**src/common/sph_pkg.sv**
```systemverilog
// constants shared by the serial port handshake block
package sph_pkg;
   // one bit time in core_clk cycles; no baud selection in this block
   localparam logic [7:0] SPH_BIT_CYCLES = 8'h10;
   // half a bit, used by the receiver to land in mid-bit
   localparam logic [7:0] SPH_HALF_CYCLES = 8'h08;
   // highest data bit index (bits 1..8 travel as index 0..7)
   localparam logic [2:0] SPH_LAST_BIT = 3'h7;
   // flow control codes, each with its top bit as sent on the line
   localparam logic [7:0] SPH_START_CODE = 8'h11;
   localparam logic [7:0] SPH_STOP_CODE = 8'h93;
   // line levels: logic 1 is the on (spacing) state, logic 0 off (marking)
   localparam logic SPH_SPACE = 1'b1;
   localparam logic SPH_MARK = 1'b0;
   // reset values of the data path
   localparam logic [7:0] SPH_ZERO_BYTE = 8'h00;
   localparam logic [2:0] SPH_ZERO_BIT = 3'h0;
   // transmitter and receiver sequencing
   typedef enum logic [1:0] {SPH_IDLE, SPH_START, SPH_DATA, SPH_STOP} sph_state_e;
endpackage

```
**src/design/sph_receiver.sv**
```systemverilog
// start-stop character receiver for the serial port handshake block
`timescale 1ns/10ps
module sph_receiver
   import sph_pkg::*;
(
   input wire logic core_clk, // 25 MHz core clock
   input wire logic resetn, // asynchronous reset, active low
   input wire logic rx_line, // receive data line, 1 = on (spacing)
   input wire logic abort, // drop any character in progress
   output logic [7:0] rx_data, // last good character, bit 1 in bit 0
   output logic rx_valid, // one-cycle pulse per good character
   output logic rx_busy // a character is being received
);
   // all receiver state in one record
   typedef struct packed {
      sph_state_e st; // receive sequencer
      logic [7:0] cnt; // cycles left in current bit
      logic [2:0] bitn; // data bit being gathered
      logic [7:0] shreg; // gathered data bits
      logic [7:0] data; // delivered character
      logic valid; // delivery pulse
   } sph_rx_s;

   sph_rx_s r; // registered state
   sph_rx_s next_r; // next state

   // sequencer: sample each bit in its middle, lsb first
   always_comb
   begin
      next_r = r;
      next_r.valid = 1'b0;
      if (r.cnt != SPH_ZERO_BYTE)
         next_r.cnt = r.cnt - 8'h01;
      unique case (r.st)
         SPH_IDLE:
         begin
            // a start bit is a move from marking to spacing
            if (rx_line == SPH_SPACE)
            begin
               next_r.st = SPH_START;
               // the cycle spent at zero counts too, so reload one short
               next_r.cnt = SPH_HALF_CYCLES - 8'h01;
            end
         end
         SPH_START:
         begin
            // recheck mid start bit so a glitch does not open a frame
            if (r.cnt == SPH_ZERO_BYTE)
            begin
               next_r.st = (rx_line == SPH_SPACE) ? SPH_DATA : SPH_IDLE;
               // a full reload would drift one cycle per bit past mid-bit
               next_r.cnt = SPH_BIT_CYCLES - 8'h01;
               next_r.bitn = SPH_ZERO_BIT;
            end
         end
         SPH_DATA:
         begin
            // marking carries a one, bits 1 to 8 in order
            if (r.cnt == SPH_ZERO_BYTE)
            begin
               next_r.shreg = {rx_line == SPH_MARK, r.shreg[7:1]};
               next_r.cnt = SPH_BIT_CYCLES - 8'h01;
               next_r.bitn = r.bitn + 3'h1;
               if (r.bitn == SPH_LAST_BIT)
                  next_r.st = SPH_STOP;
            end
         end
         SPH_STOP:
         begin
            // a spacing stop bit is a framing error; the character is dropped
            if (r.cnt == SPH_ZERO_BYTE)
            begin
               next_r.st = SPH_IDLE;
               if (rx_line == SPH_MARK)
               begin
                  next_r.data = r.shreg;
                  next_r.valid = 1'b1;
               end
            end
         end
      endcase
      // a lost data-set-ready ends the frame at once
      if (abort)
      begin
         next_r.st = SPH_IDLE;
         next_r.valid = 1'b0;
      end
   end

   // state register
   always_ff @(posedge core_clk or negedge resetn)
   begin
      if (!resetn)
         r <= '{SPH_IDLE, SPH_ZERO_BYTE, SPH_ZERO_BIT, SPH_ZERO_BYTE, SPH_ZERO_BYTE, 1'b0};
      else
         r <= next_r;
   end

   assign rx_data = r.data;
   assign rx_valid = r.valid;
   assign rx_busy = (r.st != SPH_IDLE);
endmodule

```
**src/design/sph_port.sv**
```systemverilog
// serial port with modem handshake: transmitter, flow control and alarm
`timescale 1ns/10ps
module sph_port
   import sph_pkg::*;
(
   input wire logic core_clk, // 25 MHz core clock
   input wire logic resetn, // asynchronous reset, active low
   input wire logic port_enable, // controller has the port ready
   input wire logic [7:0] tx_data, // character to send, bit 1 in bit 0
   input wire logic tx_valid, // tx_data offered
   output logic tx_ready, // one-character holding slot is free
   output logic [7:0] rx_data, // received character
   output logic rx_valid, // one-cycle pulse per received character
   input wire logic alarm_clear, // clears the alarm flag
   output logic alarm_086, // sticky: set-ready dropped during transfer
   output logic output_held, // output paused by stop code
   output logic transmit_line, // serial data out, 1 = on (spacing)
   input wire logic rx_line, // serial data in, 1 = on (spacing)
   output logic send_request, // send request out
   input wire logic send_permit, // send permitted in
   input wire logic peer_set_ready, // peer ready to operate
   output logic host_ready_out, // this port ready to operate
   input wire logic carrier_detect_in // not used; strapped to ready out in cable
);
   // all transmitter state in one record
   typedef struct packed {
      sph_state_e st; // transmit sequencer
      logic [7:0] cnt; // cycles left in current bit
      logic [2:0] bitn; // data bit on the line
      logic [7:0] shreg; // character being shifted out
      logic hold; // holding slot full
      logic [7:0] hold_data; // holding slot contents
      logic rdy; // copy of tx_ready
      logic line; // transmit line level
      logic req; // send request level
      logic er; // ready out level
      logic alarm; // alarm 086 flag
      logic xoff; // paused by stop code
   } sph_tx_s;

   sph_tx_s r; // registered state
   sph_tx_s next_r; // next state
   logic [7:0] rx_byte; // receiver character
   logic rx_pulse; // receiver delivery
   logic rx_busy; // receiver mid-frame
   logic xfer_lost; // set-ready dropped while a transfer runs

   // receiver shares the abort with the transmitter
   sph_receiver u_rx (
      .core_clk(core_clk),
      .resetn(resetn),
      .rx_line(rx_line),
      .abort(xfer_lost),
      .rx_data(rx_byte),
      .rx_valid(rx_pulse),
      .rx_busy(rx_busy)
   );

   // a transfer is a character on either wire or a pending request
   assign xfer_lost = !peer_set_ready && (r.st != SPH_IDLE || rx_busy || r.req);

   // transmitter, handshake and flow control
   always_comb
   begin
      next_r = r;
      next_r.er = port_enable;
      if (r.cnt != SPH_ZERO_BYTE)
         next_r.cnt = r.cnt - 8'h01;
      // holding slot takes a character when free
      if (tx_valid && r.rdy)
      begin
         next_r.hold = 1'b1;
         next_r.hold_data = tx_data;
      end
      // flow control codes from the peer; the later code wins
      if (rx_pulse && rx_byte == SPH_STOP_CODE)
         next_r.xoff = 1'b1;
      else if (rx_pulse && rx_byte == SPH_START_CODE)
         next_r.xoff = 1'b0;
      unique case (r.st)
         SPH_IDLE:
         begin
            // request goes up first so a looped-back permit can follow it
            next_r.req = r.hold;
            // a new character starts only with both lines on and no pause;
            // the one in flight finishes unless set-ready drops, so at most one goes out
            if (r.hold && r.req && send_permit && peer_set_ready && !r.xoff && r.er)
            begin
               next_r.st = SPH_START;
               next_r.shreg = r.hold_data;
               next_r.hold = 1'b0;
               next_r.cnt = SPH_BIT_CYCLES - 8'h01;
            end
         end
         SPH_START:
         begin
            if (r.cnt == SPH_ZERO_BYTE)
            begin
               next_r.st = SPH_DATA;
               next_r.bitn = SPH_ZERO_BIT;
               next_r.cnt = SPH_BIT_CYCLES - 8'h01;
            end
         end
         SPH_DATA:
         begin
            // bits 1 to 8, lsb first
            if (r.cnt == SPH_ZERO_BYTE)
            begin
               next_r.cnt = SPH_BIT_CYCLES - 8'h01;
               next_r.shreg = {1'b0, r.shreg[7:1]};
               next_r.bitn = r.bitn + 3'h1;
               if (r.bitn == SPH_LAST_BIT)
                  next_r.st = SPH_STOP;
            end
         end
         SPH_STOP:
         begin
            if (r.cnt == SPH_ZERO_BYTE)
               next_r.st = SPH_IDLE;
         end
      endcase
      // loss of set-ready aborts and flags; the pending character is dropped
      if (xfer_lost)
      begin
         next_r.st = SPH_IDLE;
         next_r.hold = 1'b0;
         next_r.req = 1'b0;
         next_r.alarm = 1'b1;
      end
      else if (alarm_clear)
         next_r.alarm = 1'b0; // set above wins over this clear
      // line level follows the next state so it lines up with the sequencer
      unique case (next_r.st)
         SPH_START: next_r.line = SPH_SPACE;
         SPH_DATA: next_r.line = next_r.shreg[0] ? SPH_MARK : SPH_SPACE;
         default: next_r.line = SPH_MARK; // stop bit and rest
      endcase
      next_r.rdy = !next_r.hold;
   end

   // state register
   always_ff @(posedge core_clk or negedge resetn)
   begin
      if (!resetn)
         r <= '{SPH_IDLE, SPH_ZERO_BYTE, SPH_ZERO_BIT, SPH_ZERO_BYTE, 1'b0, SPH_ZERO_BYTE,
                1'b1, SPH_MARK, 1'b0, 1'b0, 1'b0, 1'b0};
      else
         r <= next_r;
   end

   // received data is re-timed so outputs come from flip-flops
   always_ff @(posedge core_clk or negedge resetn)
   begin
      if (!resetn)
      begin
         rx_data <= SPH_ZERO_BYTE;
         rx_valid <= 1'b0;
      end
      else
      begin
         rx_data <= rx_byte;
         rx_valid <= rx_pulse;
      end
   end

   assign tx_ready = r.rdy;
   assign alarm_086 = r.alarm;
   assign output_held = r.xoff;
   assign transmit_line = r.line;
   assign send_request = r.req;
   assign host_ready_out = r.er;

   logic char_start; // a character has just begun
   // the bit count stands full in the first cycle of every bit; within a start bit, only in its first cycle
   assign char_start = (r.st == SPH_START) && (r.cnt == SPH_BIT_CYCLES - 8'h01);
endmodule

```
**config.mk**
```make
export PLATFORM = sky130hd
export DESIGN_NAME = sph_port
export DESIGN_NICKNAME = d
export VERILOG_FILES = /design/src/common/sph_pkg.sv /design/src/design/sph_receiver.sv /design/src/design/sph_port.sv
export SDC_FILE = /design/constraint.sdc
export NUM_CORES = 1
export LEC_CHECK = 0
export BUFFER_PORTS_ARGS = -buffer_cell sky130_fd_sc_hd__clkbuf_2
export CELL_PAD_IN_SITES_DETAIL_PLACEMENT = 0
export CELL_PAD_IN_SITES_GLOBAL_PLACEMENT = 1
export CORE_MARGIN = 3
export CORE_UTILIZATION = 51
export CTS_BUF_LIST = sky130_fd_sc_hd__clkbuf_8 sky130_fd_sc_hd__clkbuf_16
export DETAILED_ROUTE_END_ITERATION = 7
export PLACE_DENSITY = 0.86
export SYNTH_ARGS = -nofsm -noshare
export SYNTH_HDL_FRONTEND = slang
export SYNTH_SLANG_ARGS = --single-unit
```
**constraint.sdc**
```tcl
create_clock -name core_clk -period 4.45 [get_ports core_clk]
set_input_delay 0.445 -clock core_clk [delete_from_list [all_inputs] [get_ports core_clk]]
set_output_delay 0.445 -clock core_clk [all_outputs]
set_load 0.02 [all_outputs]
```
# Word-level counts from Yosys, hierarchy flattened
# Cells that the tools add are included.
# word_totals
input_bits	17
register_bits	75
# classes
n_bitwise	1
eq_ne	22
addsub	4
n_reduce_logical	34
muxes	38
# ops
cell	n
$pmux W8 S3	2
$mux W21	2
$mux W13	2
$mux W10	2
$mux W9	2
$logic_not A8 Y1	2
$mux W8	2
$pmux W2 S4	2
$pmux W8 S2	1
$reduce_bool A2 Y1	8
$reduce_bool A8 Y1	2
$sub A8 B1 Y8 const B	2
$mux W2	7
$mux W1	13
$ne A3 B1 Y1 const B	4
$pmux W3 S2	2
$reduce_and A3 Y1	4
$eq A2 B2 Y1 const B	5
$logic_and A1 B1 Y1	9
$eq A8 B5 Y1 const B	1
$eq A8 B8 Y1 const B	1
$add A3 B1 Y3 const B	2
$eq A2 B1 Y1 const B	3
$eq A3 B3 Y1 const B	2
10 further kinds	17

# Longest topological paths before layout
# logic_depth
ltp_word	10
ltp_mapped	9

# Modules after synthesis
# From an unflattened synthesis, not the netlist that was laid out.
# unflattened
hier_cells	319
area_unflattened_um2	3588.4
# modules_own_cells
module	seq_area_each_um2	cells_each	instances	area_per_inst_um2
sph_port	1127.3	183	1	2049.5
sph_receiver	750.7	136	1	1539.0

# Least setup slack after synthesis
# OpenSTA, ideal clock, no wires.
# synth_path
path_kind	reg-to-reg
from	register r[26] (netlist name)
to	register r, in the netlist transmit_line
t_required_ns	4.328
arrival_ns	2.182
stages_incl_launch_ff	10
period_less_slack_ns	2.303
setup_slack_ns	2.147
setup_ns	0.122
path_buffers	0
path_cell_list	dfrtp_1 -> inv_1 -> ha_1 -> or3b_2 -> nor2_1 -> a311o_1 -> nand3_1 -> ha_1 -> nor2b_1 -> a32o_1
# synth_lines
element	line	source
from (decl)	sph_port.sv:41	sph_tx_s r;
from (signal assigned)	sph_port.sv:145	r <= '{SPH_IDLE, SPH_ZERO_BYTE, SPH_ZERO_BIT, SPH_ZERO_BYTE, 1'b0, SPH_ZERO_BYTE,
from (signal assigned)	sph_port.sv:148	r <= next_r;

==> Flow_metrics.wiki <==
{| class="wikitable"
! Metric !! Value
|-
| Yosys warning total || 0
|-
| Startpoint type of the worst setup path || register
|-
| Core utilization of the finished layout || 0.6124
|-
| Cell count after synthesis || between 300 and 400
|-
| Met1 layer wirelength in the final routing || 2942 um
|-
| Total grt overflow || 0
|-
| Max Fanout on Critical Path || 6
|-
| Mean post-synth cell area || 11.42 um^2
|-
| CP Cell Sequence || inv_1 -> ha_1 -> or3b_2 -> nor2_1 -> a311o_1 -> nand3_1 -> ha_1 -> nor2b_1 -> a32o_1
|-
| Fin nets || between 300 and 400
|-
| Fraction of power consumed by sequential logic || 0.443
|-
| Area used by multi-input combinational logic || ~0.0015 mm^2
|-
| Clock transition time at the flip-flop clock pins of the worst setup and hold paths || approximately 80 ps
|-
| Area enclosed by the die boundary || 0.007834 mm^2
|-
| Setup fix buffers added after clock tree synthesis || 0
|-
| Number of cells traversed by the worst register-to-register path || 9
|-
| Max Cap Violations || 0
|-
| Data required time of the worst path || 4680 ps
|-
| Remaining routing DRC violations || 0
|-
| Largest net degree at the start of global routing || 76
|-
| Cell types occupying the most area after synthesis || sky130_fd_sc_hd__dfrtp_1 (53%), sky130_fd_sc_hd__mux2_2 (7.8%), sky130_fd_sc_hd__ha_1 (5.8%)
|-
| Worst Min Path Start || port_enable
|-
| Vias in the first global route || 2303
|-
| CTS tree || yes
|-
| Reported leakage power || 1.952 nW
|-
| Core ar. || between 0.006 and 0.007 mm^2
|-
| Post-cts sizing count || 0
|-
| Worst setup path category || reg2reg
|-
| Register-to-register path setup slack || around 1900 ps
|-
| Ratio of cells with drive above 1 in the final layout || 0.2348
|-
| Class of the tightest hold or removal check || in2reg
|-
| Most instantiated library cell after synthesis || sky130_fd_sc_hd__dfrtp_1
|-
| Areal power density over the cells || approximately 570 mW/mm^2
|-
| Sum Neg Setup Slack || 0 ps
|-
| Vias || between 2000 and 2500
|-
| Cell depth of the worst min-delay path || 1
|-
| Nets in the synthesized netlist || 337
|-
| Share of the clock period used by the worst path || 0.5746
|-
| Total internal power || roughly 1.5 mW
|-
| Die W || between 80 and 90 um
|-
| Max H-tree Level || 3
|-
| Cell at the slowest stage of the critical path || sky130_fd_sc_hd__or3b_2
|-
| Async set or reset register ratio after synthesis || 1.000
|-
| Combinational cell fraction of total power || 0.282
|-
| TritonCTS Buffers || 9
|-
| Seq. cell area || around 0.0019 mm^2
|-
| Post-synth top area share || 0.5333
|-
| Cell accounting for the most synthesized area || sky130_fd_sc_hd__dfrtp_1
|-
| Maximum clock path buffer count || 2
|-
| Cell type with the highest occurrence count on the critical path || sky130_fd_sc_hd__ha_1
|-
| Max-slew violation total from the final report || 0
|-
| Initial standard-cell utilization of the core || 0.5376
|-
| Maximum clock rate || ~0.4 GHz
|-
| Detailed route wirelength on metal2 || between 2000 and 3000 um
|-
| Final count of negative-setup-slack endpoints || 0
|-
| Detailed Route Iter0 Violations || between 90 and 100
|-
| Min Tclk post-route || 2557 ps
|-
| Source-to-sink clock delay at the later pin of the worst-skew pair || 340 ps
|-
| Post-synthesis to final-layout area growth || 13.91%
|-
| Global routing usage summed across all routing layers || 0.1716
|-
| Ranking of synthesized cells by instance count || sky130_fd_sc_hd__dfrtp_1 (74), sky130_fd_sc_hd__mux2_2 (24), sky130_fd_sc_hd__nor2_1 (20), sky130_fd_sc_hd__ha_1 (16), sky130_fd_sc_hd__nand2_1 (16)
|-
| Sequential area share after synthesis || 0.5409
|-
| Reg-to-reg critical path startpoint || r[26]$_DFF_PN0_
|-
| Clock tree skew after final layout || 9.992 ps
|-
| Worst slew margin || 0.3829
|-
| Net switching fraction of the power || 0.3215
|-
| Actual transition at the worst max-transition pin || between 900 and 1000 ps
|-
| Fillers || between 500 and 600
|-
| Top_reg_cell synth || sky130_fd_sc_hd__dfrtp_1
|-
| Avg Vias per Cell || roughly 5.7
|-
| Highest ir drop seen on vdd || approximately 0.00026 V
|-
| Standard-cell row count || 29
|-
| Total routed wirelength || between 6000 and 7000 um
|-
| Final hold violation count || 0
|-
| Met3 wire len || about 260 um
|-
| DR pass1 iterations || 4
|-
| Wire length of the first global-routing pass || around 10000 um
|-
| Setup crit end kind || register
|-
| Worst hold path endpoint || host_ready_out$_DFF_PN0_
|-
| Number of distinct standard cells referenced by the synthesized netlist || 46
|-
| Register bit count reported by yosys || 75
|-
| Critical R2R Capture || transmit_line$_DFF_PN0_
|-
| Max layer used || met4
|-
| Crit path arrival time || roughly 2800 ps
|-
| Number of port buffers || 30
|-
| Diode insertion count for antenna repair || 0
|-
| Switching power of the nets || 0.7227 mW
|-
| Detailed-placement wirelength estimate || between 4000 and 5000 um
|-
| TritonCTS Sinks || 75
|-
| DR WL/cell || approximately 14 um
|-
| Share of total power in the clock network || 0.275
|-
| Worst path max stage delay || approximately 470 ps
|-
| RSZ-0062 raised after global routing || false
|-
| Antenna-violating nets left || 0
|-
| Hold Buf Count CTS || 0
|-
| Count of pins on the block boundary || 32
|-
| Initial antenna violation count || 0
|-
| Chip Height || 88.51 um
|-
| Placer Congestion || around 0.78
|-
| Result of the run || finished clean
|-
| Cell area after technology mapping || about 0.0035 mm^2
|-
| Number of enable-type register cells in the synthesized netlist || 0
|-
| Clock root buffer || sky130_fd_sc_hd__clkbuf_8
|}
worst max-delay path by stage:
stage                         start                 endpoint  slack, ps  cells after the start
floorplan           r[26]$_DFF_PN0_  transmit_line$_DFF_PN0_       2150                      9
global placement    r[26]$_DFF_PN0_  transmit_line$_DFF_PN0_       1910                      9
CTS                 r[26]$_DFF_PN0_  transmit_line$_DFF_PN0_       1880                      9
global route        r[26]$_DFF_PN0_  transmit_line$_DFF_PN0_       1670                      9
detailed placement  r[26]$_DFF_PN0_  transmit_line$_DFF_PN0_       1900                      9
finish              r[26]$_DFF_PN0_  transmit_line$_DFF_PN0_       1890                      9
layout by cell type (no fill, tap or decap), types with 2 or more instances in the layout:
cell,synthesis,layout
sky130_fd_sc_hd__or4_1,2,2
sky130_fd_sc_hd__a31oi_1,2,2
sky130_fd_sc_hd__a32o_1,2,2
sky130_fd_sc_hd__or3b_2,2,2
sky130_fd_sc_hd__dfrtp_1,74,74
sky130_fd_sc_hd__nor3_1,10,10
sky130_fd_sc_hd__mux2_2,24,24
sky130_fd_sc_hd__a22o_1,15,15
sky130_fd_sc_hd__buf_4,0,3
sky130_fd_sc_hd__clkbuf_2,0,29
sky130_fd_sc_hd__ha_1,16,16
sky130_fd_sc_hd__a21o_1,8,8
sky130_fd_sc_hd__and3_1,2,2
sky130_fd_sc_hd__xor2_1,7,7
sky130_fd_sc_hd__nand3b_1,2,2
sky130_fd_sc_hd__or4_4,2,2
sky130_fd_sc_hd__nand2b_1,4,4
sky130_fd_sc_hd__o21ai_0,13,13
sky130_fd_sc_hd__nor3b_1,2,2
sky130_fd_sc_hd__nor2b_1,6,6
sky130_fd_sc_hd__clkbuf_8,0,9
sky130_fd_sc_hd__nor4_1,6,5
sky130_fd_sc_hd__bufinv_16,0,3
sky130_fd_sc_hd__o22ai_1,4,4
sky130_fd_sc_hd__or3_1,4,4
sky130_fd_sc_hd__a21oi_1,12,12
sky130_fd_sc_hd__nor2_1,20,20
sky130_fd_sc_hd__nand3_1,8,8
sky130_fd_sc_hd__xnor2_1,4,4
sky130_fd_sc_hd__inv_1,13,14
sky130_fd_sc_hd__nand2_1,16,16
logic make-up after synthesis:
logic type,count (synthesis),synth area share
xor+xnor,11,0.02775
compound gates,64,0.1283
flops,75,0.5409
simple gates,92,0.1416
mux,25,0.08072
buf+inv,21,0.02306
fa+ha+maj,16,0.05766
state kept, by name (all words and copies together), names as in the netlist:
signal          count
send_request        1
u_rx.r             21
u_rx.rx_data        8
output_held         1
host_ready_out      1
tx_ready            1
rx_data             8
r                  30
u_rx.rx_valid       1
rx_valid            1
alarm_086           1
transmit_line       1
per-stage QoR:
stage	hold slack [ps]	area, um^2	worst slack (ps)	std cells	total power [mW]
floorplan	149.4	3472	2147	304	1.478
global placement	361.1	3715	1913	406	1.628
detailed placement	358.3	3715	1900	406	1.645
CTS	193.4	3955	1882	422	2.275
global route	193.1	3955	1665	422	2.417
finish	212.9	3955	1893	422	2.248
per-layer routing:
metal	global-route usage	up-vias
met5	0	-
met2	0.2631	38
met4	0.05495	0
met1	0.2316	1165
met3	0.05773	10
li1	-	1175
cell type report:
| class | instances | area share |
|---|---|---|
| repair buffers | 32 | 0.04239 |
| clock inverters | 7 | 0.02942 |
| well taps | 77 | 0.02436 |
| flip-flops and latches | 75 | 0.4748 |
| multi-input cells | 208 | 0.3844 |
| inverters | 14 | 0.01329 |
| clock buffers | 9 | 0.03132 |
critical path: cells and delay by family, from the launching register on:
family | cells | cell delay, ps
buffers and inverters | 1 | 100
and+or+nand+nor | 4 | 960
AOI/OAI and AO/OA | 2 | 490
DFF | 1 | 400
adders and majority gates | 2 | 510
power by group through the flow:
| stage | logic [mW] | clock network (mW) | registers, mW |
|---|---|---|---|
| floorplan | 0.496 | 0 | 0.982 |
| global placement | 0.624 | 0 | 1.00 |
| detailed placement | 0.636 | 0 | 1.01 |
| CTS | 0.640 | 0.640 | 0.996 |
| global route | 0.720 | 0.675 | 1.02 |
| finish | 0.633 | 0.619 | 0.996 |
No activity file was read; power rests on OpenSTA's default activity.
